<file path="src/inc/psra_pkg.sv">
// Constants and types for the power state request arbiter
//
// Contract
// - Accepted on request runs off-to-active sequence
// - Masked edge events, button, hold request on
// - Gating conditions block every on request
// - On event without gating powers on
// - Accepted off request runs matching down sequence
// - Long button press is a delayed off
// - Common switch-off delay for delayed requests
// - Reset input debounced 1 ms and 26 ms
// - Each delayed or immediate off request applies selected reset level
// - Off request ends in shutdown or restart
// - Shutdown stays off until new on
// - Cold restart returns active once gating lifts
// - Watchdog off at reset, lockable, forces off
// - Clearing device-on bit forces narrow shutdown while hold is low
// - Hold input low forces narrow shutdown while device-on bit is clear; the code acts only on the falling edge of hold
package psra_pkg;
    // Timing
    localparam int CLK_KHZ = 200000;
    localparam int T_TICK_MS = 1;
    localparam int TICK_CYC = CLK_KHZ * T_TICK_MS;
    localparam int T_RIN_OFF_MS = 1;
    localparam int T_RIN_ON_MS = 26;
    localparam int T_LPK_MS = 8000;
    localparam int MS_PER_S = 1000;
    localparam int T_DLY1_S = 1;
    localparam int T_DLY2_S = 2;
    localparam int T_DLY4_S = 4;
    // Register byte addresses
    localparam logic [7:0] A_CTRL = 8'h00;
    localparam logic [7:0] A_CFG = 8'h04;
    localparam logic [7:0] A_RSEL = 8'h08;
    localparam logic [7:0] A_MASK = 8'h0c;
    localparam logic [7:0] A_WDOG = 8'h10;
    localparam logic [7:0] A_STAT = 8'h14;
    // Field positions
    localparam int CTRL_DEVICE_ON_BIT = 0;
    localparam int CTRL_SOFTWARE_RESET_BIT = 1;
    localparam int CFG_DLY_LSB = 0;
    localparam int CFG_WIDE = 2;
    localparam int WD_EN = 0;
    localparam int WD_LOCK = 1;
    localparam int WD_PER_LSB = 16;
    // Reset values
    localparam logic [7:0] RSEL_RST = 8'h00;
    localparam logic [15:0] WD_PER_RST = 16'h03e8;
    // Off source index: 0 long press, 1 power down, 2 watchdog,
    // 3 thermal, 4 reset input, 5 sw reset, 6 supply low, 7 adc
    localparam int SRC_LPK = 0;
    localparam logic [7:0] IMM_SET = 8'h68;

    typedef enum logic [4:0] {
        ST_OFF = 5'h01,
        ST_UP = 5'h02,
        ST_ACT = 5'h04,
        ST_DLY = 5'h08,
        ST_DOWN = 5'h10
    } psra_state_e;

    typedef struct packed {
        logic btn_n;
        logic hold;
        logic pd;
        logic rin;
    } psra_pins_s;

    typedef struct packed {
        logic wide;
        logic [1:0] dly_sel;
    } psra_cfg_s;

    localparam psra_cfg_s CFG_RST = 3'h4;

    function automatic logic [15:0] psra_dly_ms(input logic [1:0] sel);
        case (sel)
            2'h1: psra_dly_ms = 16'(T_DLY1_S * MS_PER_S);
            2'h2: psra_dly_ms = 16'(T_DLY2_S * MS_PER_S);
            2'h3: psra_dly_ms = 16'(T_DLY4_S * MS_PER_S);
            default: psra_dly_ms = 16'h0000;
        endcase
    endfunction : psra_dly_ms
endpackage : psra_pkg

</file>
<file path="src/verilog/psra_top.sv">
// Power state request arbiter with APB registers
//
// Implementation choices: the APB slave port and the placing of the registers.
`timescale 1ns/1ps
module psra_top
    import psra_pkg::*;
#(
    parameter int TICK_CYC_P = TICK_CYC,
    parameter int LONG_PRESS_MS = T_LPK_MS,
    parameter bit PD_POL = 1'b1,
    parameter bit RIN_POL = 1'b1,
    parameter int IRQ_W = 8
) (
    // Clock and reset
    input wire logic ref_clk,
    input wire logic rst_n,
    // APB slave
    input wire logic psel,
    input wire logic penable,
    input wire logic pwrite,
    input wire logic [7:0] paddr,
    input wire logic [31:0] pwdata,
    output logic [31:0] prdata,
    output logic pready,
    output logic pslverr,
    // Pins, asynchronous
    input wire psra_pins_s pins_raw,
    // Internal events, same clock
    input wire logic [IRQ_W-1:0] irq_events,
    input wire logic supply_below_high,
    input wire logic supply_below_low,
    input wire logic die_hot,
    input wire logic thermal_shutdown,
    input wire logic adc_shutdown_event,
    input wire logic sleep_mode,
    input wire logic seq_done,
    // Sequencer requests
    output logic off_to_active_seq,
    output logic active_to_off_seq,
    output logic sleep_to_off_seq,
    output logic wide_reset_level,
    output logic narrow_reset_level,
    output logic [4:0] power_state
);
    localparam int TW = $clog2(TICK_CYC_P);

    function automatic logic [15:0] sat(input logic [15:0] c,
                                        input logic inc);
        sat = (c == 16'hffff) ? c : c + {15'h0000, inc};
    endfunction : sat

    function automatic logic [2:0] first(input logic [7:0] v);
        first = 3'h0;
        for (int i = 7; i >= 0; i--) begin
            if (v[i]) first = 3'(i);
        end
    endfunction : first

    ////////////////////////////////////////////////////////////////
    logic [1:0] rs_r;
    logic rst_sync_n;
    psra_pins_s sy1_r, sy2_r;

    always_ff @(posedge ref_clk or negedge rst_n) begin
        if (!rst_n) begin
            rs_r <= 2'h0;
        end else begin
            rs_r <= {rs_r[0], 1'b1};
        end
    end
    assign rst_sync_n = rs_r[1];

    // Idle button high so no spurious press after reset
    always_ff @(posedge ref_clk or negedge rst_sync_n) begin
        if (!rst_sync_n) begin
            sy1_r <= 4'h8;
            sy2_r <= 4'h8;
        end else begin
            sy1_r <= pins_raw;
            sy2_r <= sy1_r;
        end
    end

    logic btn_low, hold, pd_act, rin_act;
    assign btn_low = !sy2_r.btn_n;
    assign hold = sy2_r.hold;
    assign pd_act = (sy2_r.pd == PD_POL);
    assign rin_act = (sy2_r.rin == RIN_POL);

    ////////////////////////////////////////////////////////////////
    logic device_on_bit_r, device_on_bit_nxt, swrst_r, swrst_nxt;
    psra_cfg_s cfg_r, cfg_nxt;
    logic [7:0] rsel_r, rsel_nxt;
    logic [IRQ_W-1:0] mask_r, mask_nxt;
    logic wd_en_r, wd_en_nxt, wd_lock_r, wd_lock_nxt;
    logic [15:0] wd_per_r, wd_per_nxt;
    logic [31:0] prdata_r, prdata_nxt;
    logic pready_r, pslverr_r, pslverr_nxt;
    logic wr, wd_kick, dev_off_ev, hit;
    logic [31:0] rd_v;
    psra_state_e st_r, st_nxt;
    logic gate, pend_rst_r, pend_wide_r;

    assign wr = psel && penable && pready_r && pwrite;
    assign wd_kick = wr && (paddr == A_WDOG);
    assign dev_off_ev = wr && (paddr == A_CTRL) && device_on_bit_r
                        && !pwdata[CTRL_DEVICE_ON_BIT];

    always_comb begin
        rd_v = 32'h0;
        hit = 1'b1;
        if (paddr == A_CTRL) begin
            rd_v[CTRL_DEVICE_ON_BIT] = device_on_bit_r;
        end else if (paddr == A_CFG) begin
            rd_v[2:0] = cfg_r;
        end else if (paddr == A_RSEL) begin
            rd_v[7:0] = rsel_r;
        end else if (paddr == A_MASK) begin
            rd_v[IRQ_W-1:0] = mask_r;
        end else if (paddr == A_WDOG) begin
            rd_v[WD_EN] = wd_en_r;
            rd_v[WD_LOCK] = wd_lock_r;
            rd_v[WD_PER_LSB +: 16] = wd_per_r;
        end else if (paddr == A_STAT) begin
            rd_v[11:0] = {sy2_r, gate, pend_rst_r, pend_wide_r,
                          st_r};
        end else begin
            hit = 1'b0;
        end
        prdata_nxt = prdata_r;
        pslverr_nxt = pslverr_r;
        // Answer prepared in setup so access needs no wait
        if (psel && !penable) begin
            prdata_nxt = hit ? rd_v : 32'h0;
            pslverr_nxt = !hit;
        end
        device_on_bit_nxt = device_on_bit_r;
        swrst_nxt = 1'b0;
        cfg_nxt = cfg_r;
        rsel_nxt = rsel_r;
        mask_nxt = mask_r;
        wd_en_nxt = wd_en_r;
        wd_lock_nxt = wd_lock_r;
        wd_per_nxt = wd_per_r;
        if (wr && paddr == A_CTRL) begin
            device_on_bit_nxt = pwdata[CTRL_DEVICE_ON_BIT];
            swrst_nxt = pwdata[CTRL_SOFTWARE_RESET_BIT];
        end
        if (wr && paddr == A_CFG) begin
            cfg_nxt = pwdata[2:0];
        end
        if (wr && paddr == A_RSEL) begin
            rsel_nxt = pwdata[7:0];
        end
        if (wr && paddr == A_MASK) begin
            mask_nxt = pwdata[IRQ_W-1:0];
        end
        if (wd_kick && !wd_lock_r) begin
            wd_en_nxt = pwdata[WD_EN];
            wd_lock_nxt = pwdata[WD_LOCK];
            wd_per_nxt = pwdata[WD_PER_LSB +: 16];
        end
    end

    always_ff @(posedge ref_clk or negedge rst_sync_n) begin
        if (!rst_sync_n) begin
            device_on_bit_r <= 1'b0;
            swrst_r <= 1'b0;
            cfg_r <= CFG_RST;
            rsel_r <= RSEL_RST;
            mask_r <= '1;
            wd_en_r <= 1'b0;
            wd_lock_r <= 1'b0;
            wd_per_r <= WD_PER_RST;
            prdata_r <= 32'h0;
            pready_r <= 1'b0;
            pslverr_r <= 1'b0;
        end else begin
            device_on_bit_r <= device_on_bit_nxt;
            swrst_r <= swrst_nxt;
            cfg_r <= cfg_nxt;
            rsel_r <= rsel_nxt;
            mask_r <= mask_nxt;
            wd_en_r <= wd_en_nxt;
            wd_lock_r <= wd_lock_nxt;
            wd_per_r <= wd_per_nxt;
            prdata_r <= prdata_nxt;
            pready_r <= 1'b1;
            pslverr_r <= pslverr_nxt;
        end
    end

    ////////////////////////////////////////////////////////////////
    logic [TW-1:0] tick_r, tick_nxt;
    logic tick, lpk, rin_deb, wd_to, on_req, narrow_ev, up;
    logic [15:0] press_r, press_nxt, rin_on_r, rin_on_nxt;
    logic [15:0] rin_off_r, rin_off_nxt, wd_cnt_r, wd_cnt_nxt;
    logic [15:0] dly_r, dly_nxt;
    logic arm_r, arm_nxt, hold_d_r;
    logic [IRQ_W-1:0] irq_d_r, irq_edge;
    logic [7:0] offs, imm, dly;
    logic pend_rst_nxt, pend_wide_nxt;
    logic o2a_r, o2a_nxt, a2o_r, a2o_nxt, s2o_r, s2o_nxt;
    logic lw_r, lw_nxt, ln_r, ln_nxt;
    logic dn, dn_wide, dn_rst;

    assign tick = (tick_r == TW'(TICK_CYC_P - 1));
    assign up = (st_r == ST_ACT) || (st_r == ST_DLY);
    // long press once held long enough
    // Free tick: one extra count so a full period has passed
    assign lpk = btn_low && arm_r
                 && (press_r > 16'(LONG_PRESS_MS));
    assign rin_deb = rin_on_r > 16'(T_RIN_OFF_MS);
    assign gate = supply_below_high || die_hot || pd_act || rin_act
                  || (rin_off_r <= 16'(T_RIN_ON_MS));
    assign wd_to = wd_en_r && (wd_cnt_r >= wd_per_r);
    // masked edge events plus button and hold
    assign irq_edge = irq_events & ~irq_d_r & ~mask_r;
    assign on_req = (btn_low && arm_r) || hold || (|irq_edge);
    assign offs = {adc_shutdown_event, supply_below_low, swrst_r,
                   rin_deb, thermal_shutdown, wd_to, pd_act, lpk};
    assign imm = offs & IMM_SET;
    assign dly = offs & ~IMM_SET;
    assign narrow_ev = (dev_off_ev && !hold)
                       || (hold_d_r && !hold && !device_on_bit_r);

    always_comb begin
        tick_nxt = tick ? '0 : tick_r + TW'(1);
        press_nxt = btn_low ? sat(press_r, tick) : 16'h0;
        rin_on_nxt = rin_act ? sat(rin_on_r, tick) : 16'h0;
        rin_off_nxt = rin_act ? 16'h0 : sat(rin_off_r, tick);
        // counts only while enabled and powered
        wd_cnt_nxt = (!wd_en_r || wd_kick || !up) ? 16'h0
                     : sat(wd_cnt_r, tick);
        st_nxt = st_r;
        dly_nxt = dly_r;
        pend_rst_nxt = pend_rst_r;
        pend_wide_nxt = pend_wide_r;
        o2a_nxt = 1'b0;
        a2o_nxt = 1'b0;
        s2o_nxt = 1'b0;
        lw_nxt = 1'b0;
        ln_nxt = 1'b0;
        dn = 1'b0;
        dn_wide = 1'b0;
        dn_rst = 1'b0;
        case (st_r)
            ST_OFF: begin
                // gated restart waits for the gate to lift
                if ((on_req || pend_rst_r) && !gate) begin
                    st_nxt = ST_UP;
                    o2a_nxt = 1'b1;
                    pend_rst_nxt = 1'b0;
                end
            end
            ST_UP: begin
                if (seq_done) st_nxt = ST_ACT;
            end
            ST_ACT, ST_DLY: begin
                if (narrow_ev) begin
                    dn = 1'b1;
                end else if (|imm) begin
                    dn = 1'b1;
                    dn_wide = cfg_r.wide;
                    dn_rst = rsel_r[first(imm)];
                end else if (st_r == ST_ACT && (|dly)) begin
                    st_nxt = ST_DLY;
                    dly_nxt = psra_dly_ms(cfg_r.dly_sel);
                    pend_wide_nxt = cfg_r.wide;
                    pend_rst_nxt = rsel_r[first(dly)];
                end else if (st_r == ST_DLY) begin
                    if (dly_r == 16'h0) begin
                        dn = 1'b1;
                        dn_wide = pend_wide_r;
                        dn_rst = pend_rst_r;
                    end else begin
                        dly_nxt = dly_r - {15'h0000, tick};
                    end
                end
            end
            ST_DOWN: begin
                if (seq_done) begin
                    if (pend_rst_r && !gate) begin
                        st_nxt = ST_UP;
                        o2a_nxt = 1'b1;
                        pend_rst_nxt = 1'b0;
                    end else begin
                        st_nxt = ST_OFF;
                    end
                end
            end
            default: st_nxt = ST_OFF;
        endcase
        if (dn) begin
            st_nxt = ST_DOWN;
            a2o_nxt = !sleep_mode;
            s2o_nxt = sleep_mode;
            lw_nxt = dn_wide;
            ln_nxt = !dn_wide;
            pend_rst_nxt = dn_rst;
            pend_wide_nxt = dn_wide;
        end
        // A held button may not power on again straight away
        arm_nxt = !btn_low || (arm_r && !(dn || st_nxt == ST_DLY));
    end

    always_ff @(posedge ref_clk or negedge rst_sync_n) begin
        if (!rst_sync_n) begin
            tick_r <= '0;
            press_r <= 16'h0;
            rin_on_r <= 16'h0;
            rin_off_r <= 16'h0;
            wd_cnt_r <= 16'h0;
            dly_r <= 16'h0;
            st_r <= ST_OFF;
            pend_rst_r <= 1'b0;
            pend_wide_r <= 1'b0;
            arm_r <= 1'b1;
            hold_d_r <= 1'b0;
            irq_d_r <= '0;
            o2a_r <= 1'b0;
            a2o_r <= 1'b0;
            s2o_r <= 1'b0;
            lw_r <= 1'b0;
            ln_r <= 1'b0;
        end else begin
            tick_r <= tick_nxt;
            press_r <= press_nxt;
            rin_on_r <= rin_on_nxt;
            rin_off_r <= rin_off_nxt;
            wd_cnt_r <= wd_cnt_nxt;
            dly_r <= dly_nxt;
            st_r <= st_nxt;
            pend_rst_r <= pend_rst_nxt;
            pend_wide_r <= pend_wide_nxt;
            arm_r <= arm_nxt;
            hold_d_r <= hold;
            irq_d_r <= irq_events;
            o2a_r <= o2a_nxt;
            a2o_r <= a2o_nxt;
            s2o_r <= s2o_nxt;
            lw_r <= lw_nxt;
            ln_r <= ln_nxt;
        end
    end

    assign prdata = prdata_r;
    assign pready = pready_r;
    assign pslverr = pslverr_r;
    assign off_to_active_seq = o2a_r;
    assign active_to_off_seq = a2o_r;
    assign sleep_to_off_seq = s2o_r;
    assign wide_reset_level = lw_r;
    assign narrow_reset_level = ln_r;
    assign power_state = st_r;
endmodule : psra_top

</file>
<file path="config.mk">
export PLATFORM = sky130hd
export DESIGN_NAME = psra_top
export DESIGN_NICKNAME = d
export VERILOG_FILES = /design/src/inc/psra_pkg.sv /design/src/verilog/psra_top.sv
export SDC_FILE = /design/constraint.sdc
export NUM_CORES = 1
export LEC_CHECK = 0
export BUFFER_PORTS_ARGS = -buffer_cell sky130_fd_sc_hd__buf_2
export CORE_ASPECT_RATIO = 0.8
export CORE_MARGIN = 5
export CORE_UTILIZATION = 41
export CTS_BUF_LIST = sky130_fd_sc_hd__clkbuf_4 sky130_fd_sc_hd__clkbuf_8
export CTS_CLUSTER_DIAMETER = 30
export DETAILED_ROUTE_END_ITERATION = 6
export SETUP_SLACK_MARGIN = 0.2
export SYNTH_ARGS = -nofsm -noshare
export SYNTH_HDL_FRONTEND = slang
export SYNTH_SLANG_ARGS = --single-unit
</file>
<file path="constraint.sdc">
create_clock -name ref_clk -period 12.1 [get_ports ref_clk]
set_clock_uncertainty 0.2 [all_clocks]
set_input_delay 1.815 -clock ref_clk [delete_from_list [all_inputs] [get_ports ref_clk]]
set_output_delay 1.815 -clock ref_clk [all_outputs]
set_load 0.05 [all_outputs]
</file>
==> results_dict.tcl <==
set metrics [dict create \
    fin_ws_ns 7.98 \
    ys_top_cells_by_area "dfrtp_1 (45%), dfstp_2 (5.0%), ha_1 (3.9%), nand2_1 (3.6%), xor2_1 (3.6%)" \
    drt_iter0_markers 496 \
    avgSynthCellArea_sq_um 10.0 \
    cts.sinks 199 \
    overflow 0 \
    place_ws_ns 7.78 \
    cts_tree "yes" \
    first_pass_iters 4 \
    crit_chain "ha_1 -> and3_1 -> nand3_1 -> nor4_2 -> buf_4 -> ha_1 -> nor4b_1 -> nand3_1 -> or4_1 -> nor4_1 -> nand3_1 -> xnor2_1 -> nor2b_1" \
    routed_wl_um 23100 \
    antenna_found_initial 0 \
    stdcell_area_sq_mm 0.0111 \
    p_leak_nw 5.09 \
    num_vias 7460 \
    yosys.area.top_type "dfrtp_1" \
    maxCapViolCount 0 \
    synth_edf_count 0 \
    final_nets 1173 \
    path_max_fanout 12 \
    report.final.slew_viol_count 0 \
    cp-start-kind "flip-flop" \
    syn_inst 987 \
    cts_max_level 4 \
    ir_drop_mv 0.0705 \
    hp-class "reg2async" \
    vias_per_cell 5.32 \
    drtAntennaViolNets 0 \
    cts_made_buffers 17 \
    power_density_mw_per_mm2 105 \
    crit_path_end_kind "flip-flop" \
    gp_congestion 0.828 \
    ys_ff_latch 199 \
    grtUsageTotal_pct 17.1 \
    finalSetupTns_ns 0 \
    critPathBufInv 1 \
    io_pins 108 \
    synth_seq_area_share_pct 50.5 \
    initial_core_util_pct 42.0 \
    arrival_ns 4.27 \
    drive_gt1_share_pct 18.9 \
    syn_area_sq_mm 0.00991 \
    worstSetupPathType "reg2reg" \
    synthToLayoutAreaGrowth_pct 11.9 \
    yosysWarningCount 0 \
    outcome "completed" \
    slew_headroom_pct 31.0 \
    portBuffers 95 \
    most-common-layout-cells "dfrtp_1 (179), nand2_1 (96), nor2_1 (95), buf_2 (95), o21ai_0 (51)" \
    fmax_mhz 243 \
    root_buffer "clkbuf_8" \
    grt_pass1_vias 6981 \
    hold_buffers 0 \
    required_ns 12.26 \
    ys.flop_type "dfrtp_1" \
    cp_top_family "simple AND/OR/NAND/NOR gates" \
    critPathMostFrequentCell "nand3_1" \
    hpwl_um 16800 \
    tightest_slew_ns 1.03 \
    drc 0 \
    path_clk_slew_ns 0.10 \
    num-fill-cells 2240 \
    async_flop_share_pct 100 \
    utilization_pct 47.0 \
    finalCriticalPeriod_ns 4.12 \
    synth.distinct_cells 78 \
    grt_setup_unrepaired "no" \
    num_rows 50 \
    grt_pass1_wl_um 37600 \
    cts_setup_buffers 0 \
    die_w_um 184 \
    slowest_delay_ns 0.51 \
    yosysTopAreaCellShare_pct 45.5 \
    final_common_cell "dfrtp_1" \
    setup_viol 0 \
    cts_max_path_buffers 2 \
    slowest_stage "nor4_2" \
    diodes 0 \
    grt_max_degree 84 \
    hold_viol_final 0 \
    avgRoutedWirePerCell_um 16.5 \
    clk_latency_ns 0.48 \
    place_area_sq_mm 0.0107 \
    fp.dieH_um 149 \
    core_area_sq_mm 0.0236 \
    dieArea_sq_mm 0.0274 \
    fin_crit_sh_pct 34.0 \
    post_cts_resized 0 \
]
-- stage by stage --
stage          total power [mW]  hold WS [ns]  std cells
3_5_place_dp              0.744         0.136       1371
6_report                   1.16         0.150       1403
2_1_floorplan             0.721         0.131        991
4_1_cts                    1.18         0.161       1403
5_1_grt                    1.21         0.166       1403
3_3_place_gp              0.744         0.134       1371
-- cells in the mapped netlist (all sizes together) (3+ instances only) --
library cell,count
nor3,36
clkbuf,20
nand3,40
buf,15
a31o,4
nor4,18
o22ai,6
dfstp,19
nand4,32
xor2,41
nand2b,7
mux2i,3
o21a,3
o31ai,5
xnor2,22
nor2b,7
inv,41
nor2,98
a21oi,30
mux2,21
nor4b,3
a21boi,9
a22o,30
a211oi,3
a2bb2oi,4
dfrtp,180
o21ai,53
and2,13
or4,5
ha,31
a31oi,5
a21o,4
and3,18
nand2,97
nor3b,10
or3,18
and4,5
-- power breakdown --
group	total (mW)	internal, mW	switching (mW)
Combinational	0.0494	0.0144	0.0350
Clock	0.429	0.178	0.252
Sequential	0.680	0.672	0.00859
Total	1.16	0.864	0.295
-- path summary, 6_finish.rpt --
path	from	slack, ns	endpoint	cells past startpoint
setup / recovery	tick_r[0]	7.98	dly_r[13]	13
hold / removal	rs_r[1]	0.15	rin_on_r[3]	0
setup reg to reg	tick_r[0]	7.98	dly_r[13]	13
hold reg to reg	rs_r[1]	0.15	rin_on_r[3]	0
max in group asynchronous	rs_r[1]	9.23	rsel_r[2]	2
min in group ref_clk	sy1_r[2]	0.16	hold	0
-- flip-flops by register name, summed over array words and instances, names as in the netlist, 2 cells and up --
signal and cells:
rsel_r 8, cfg_r 3, wd_per_r 16, mask_r 8
irq_d_r 8, wd_cnt_r 16, rin_on_r 16, rin_off_r 16
prdata 28, dly_r 16, tick_r 18, press_r 16
sy1_r 4, rs_r 2, power_state 5
-- final cells by class --
type | count | area, sq um | share of cell area (%)
clock buffers | 19 | 255 | 2.30
inverters | 41 | 154 | 1.39
clock inverters | 13 | 138 | 1.24
flip-flops and latches | 199 | 5010 | 45.2
repair buffers | 103 | 536 | 4.83
multi-input cells | 716 | 4610 | 41.6
well taps | 312 | 390 | 3.52
-- logic make-up (layout without fill, tap and decap cells) --
group / after synthesis / after routing / share of synthesized area (%)
buffers and inverters: 76 / 176 / 3.21
adder cells (fa/ha/maj): 31 / 31 / 3.91
other: 2 / 6 / 0.0758
AND/OR/NAND/NOR: 417 / 417 / 22.0
XOR/XNOR: 63 / 63 / 5.57
multiplexers: 24 / 24 / 2.69
AO/OA/AOI/OAI: 175 / 175 / 12.1
flip-flops: 199 / 199 / 50.5
-- layer usage --
layer	vias up	wire length (um)	GRT usage, %
li1	3701	-	-
met1	3597	12000	26.9
met2	138	9690	24.2
met3	24	1080	2.68
met4	0	313	4.95
met5	-	0	0
Power figures use the tool's default switching activity.
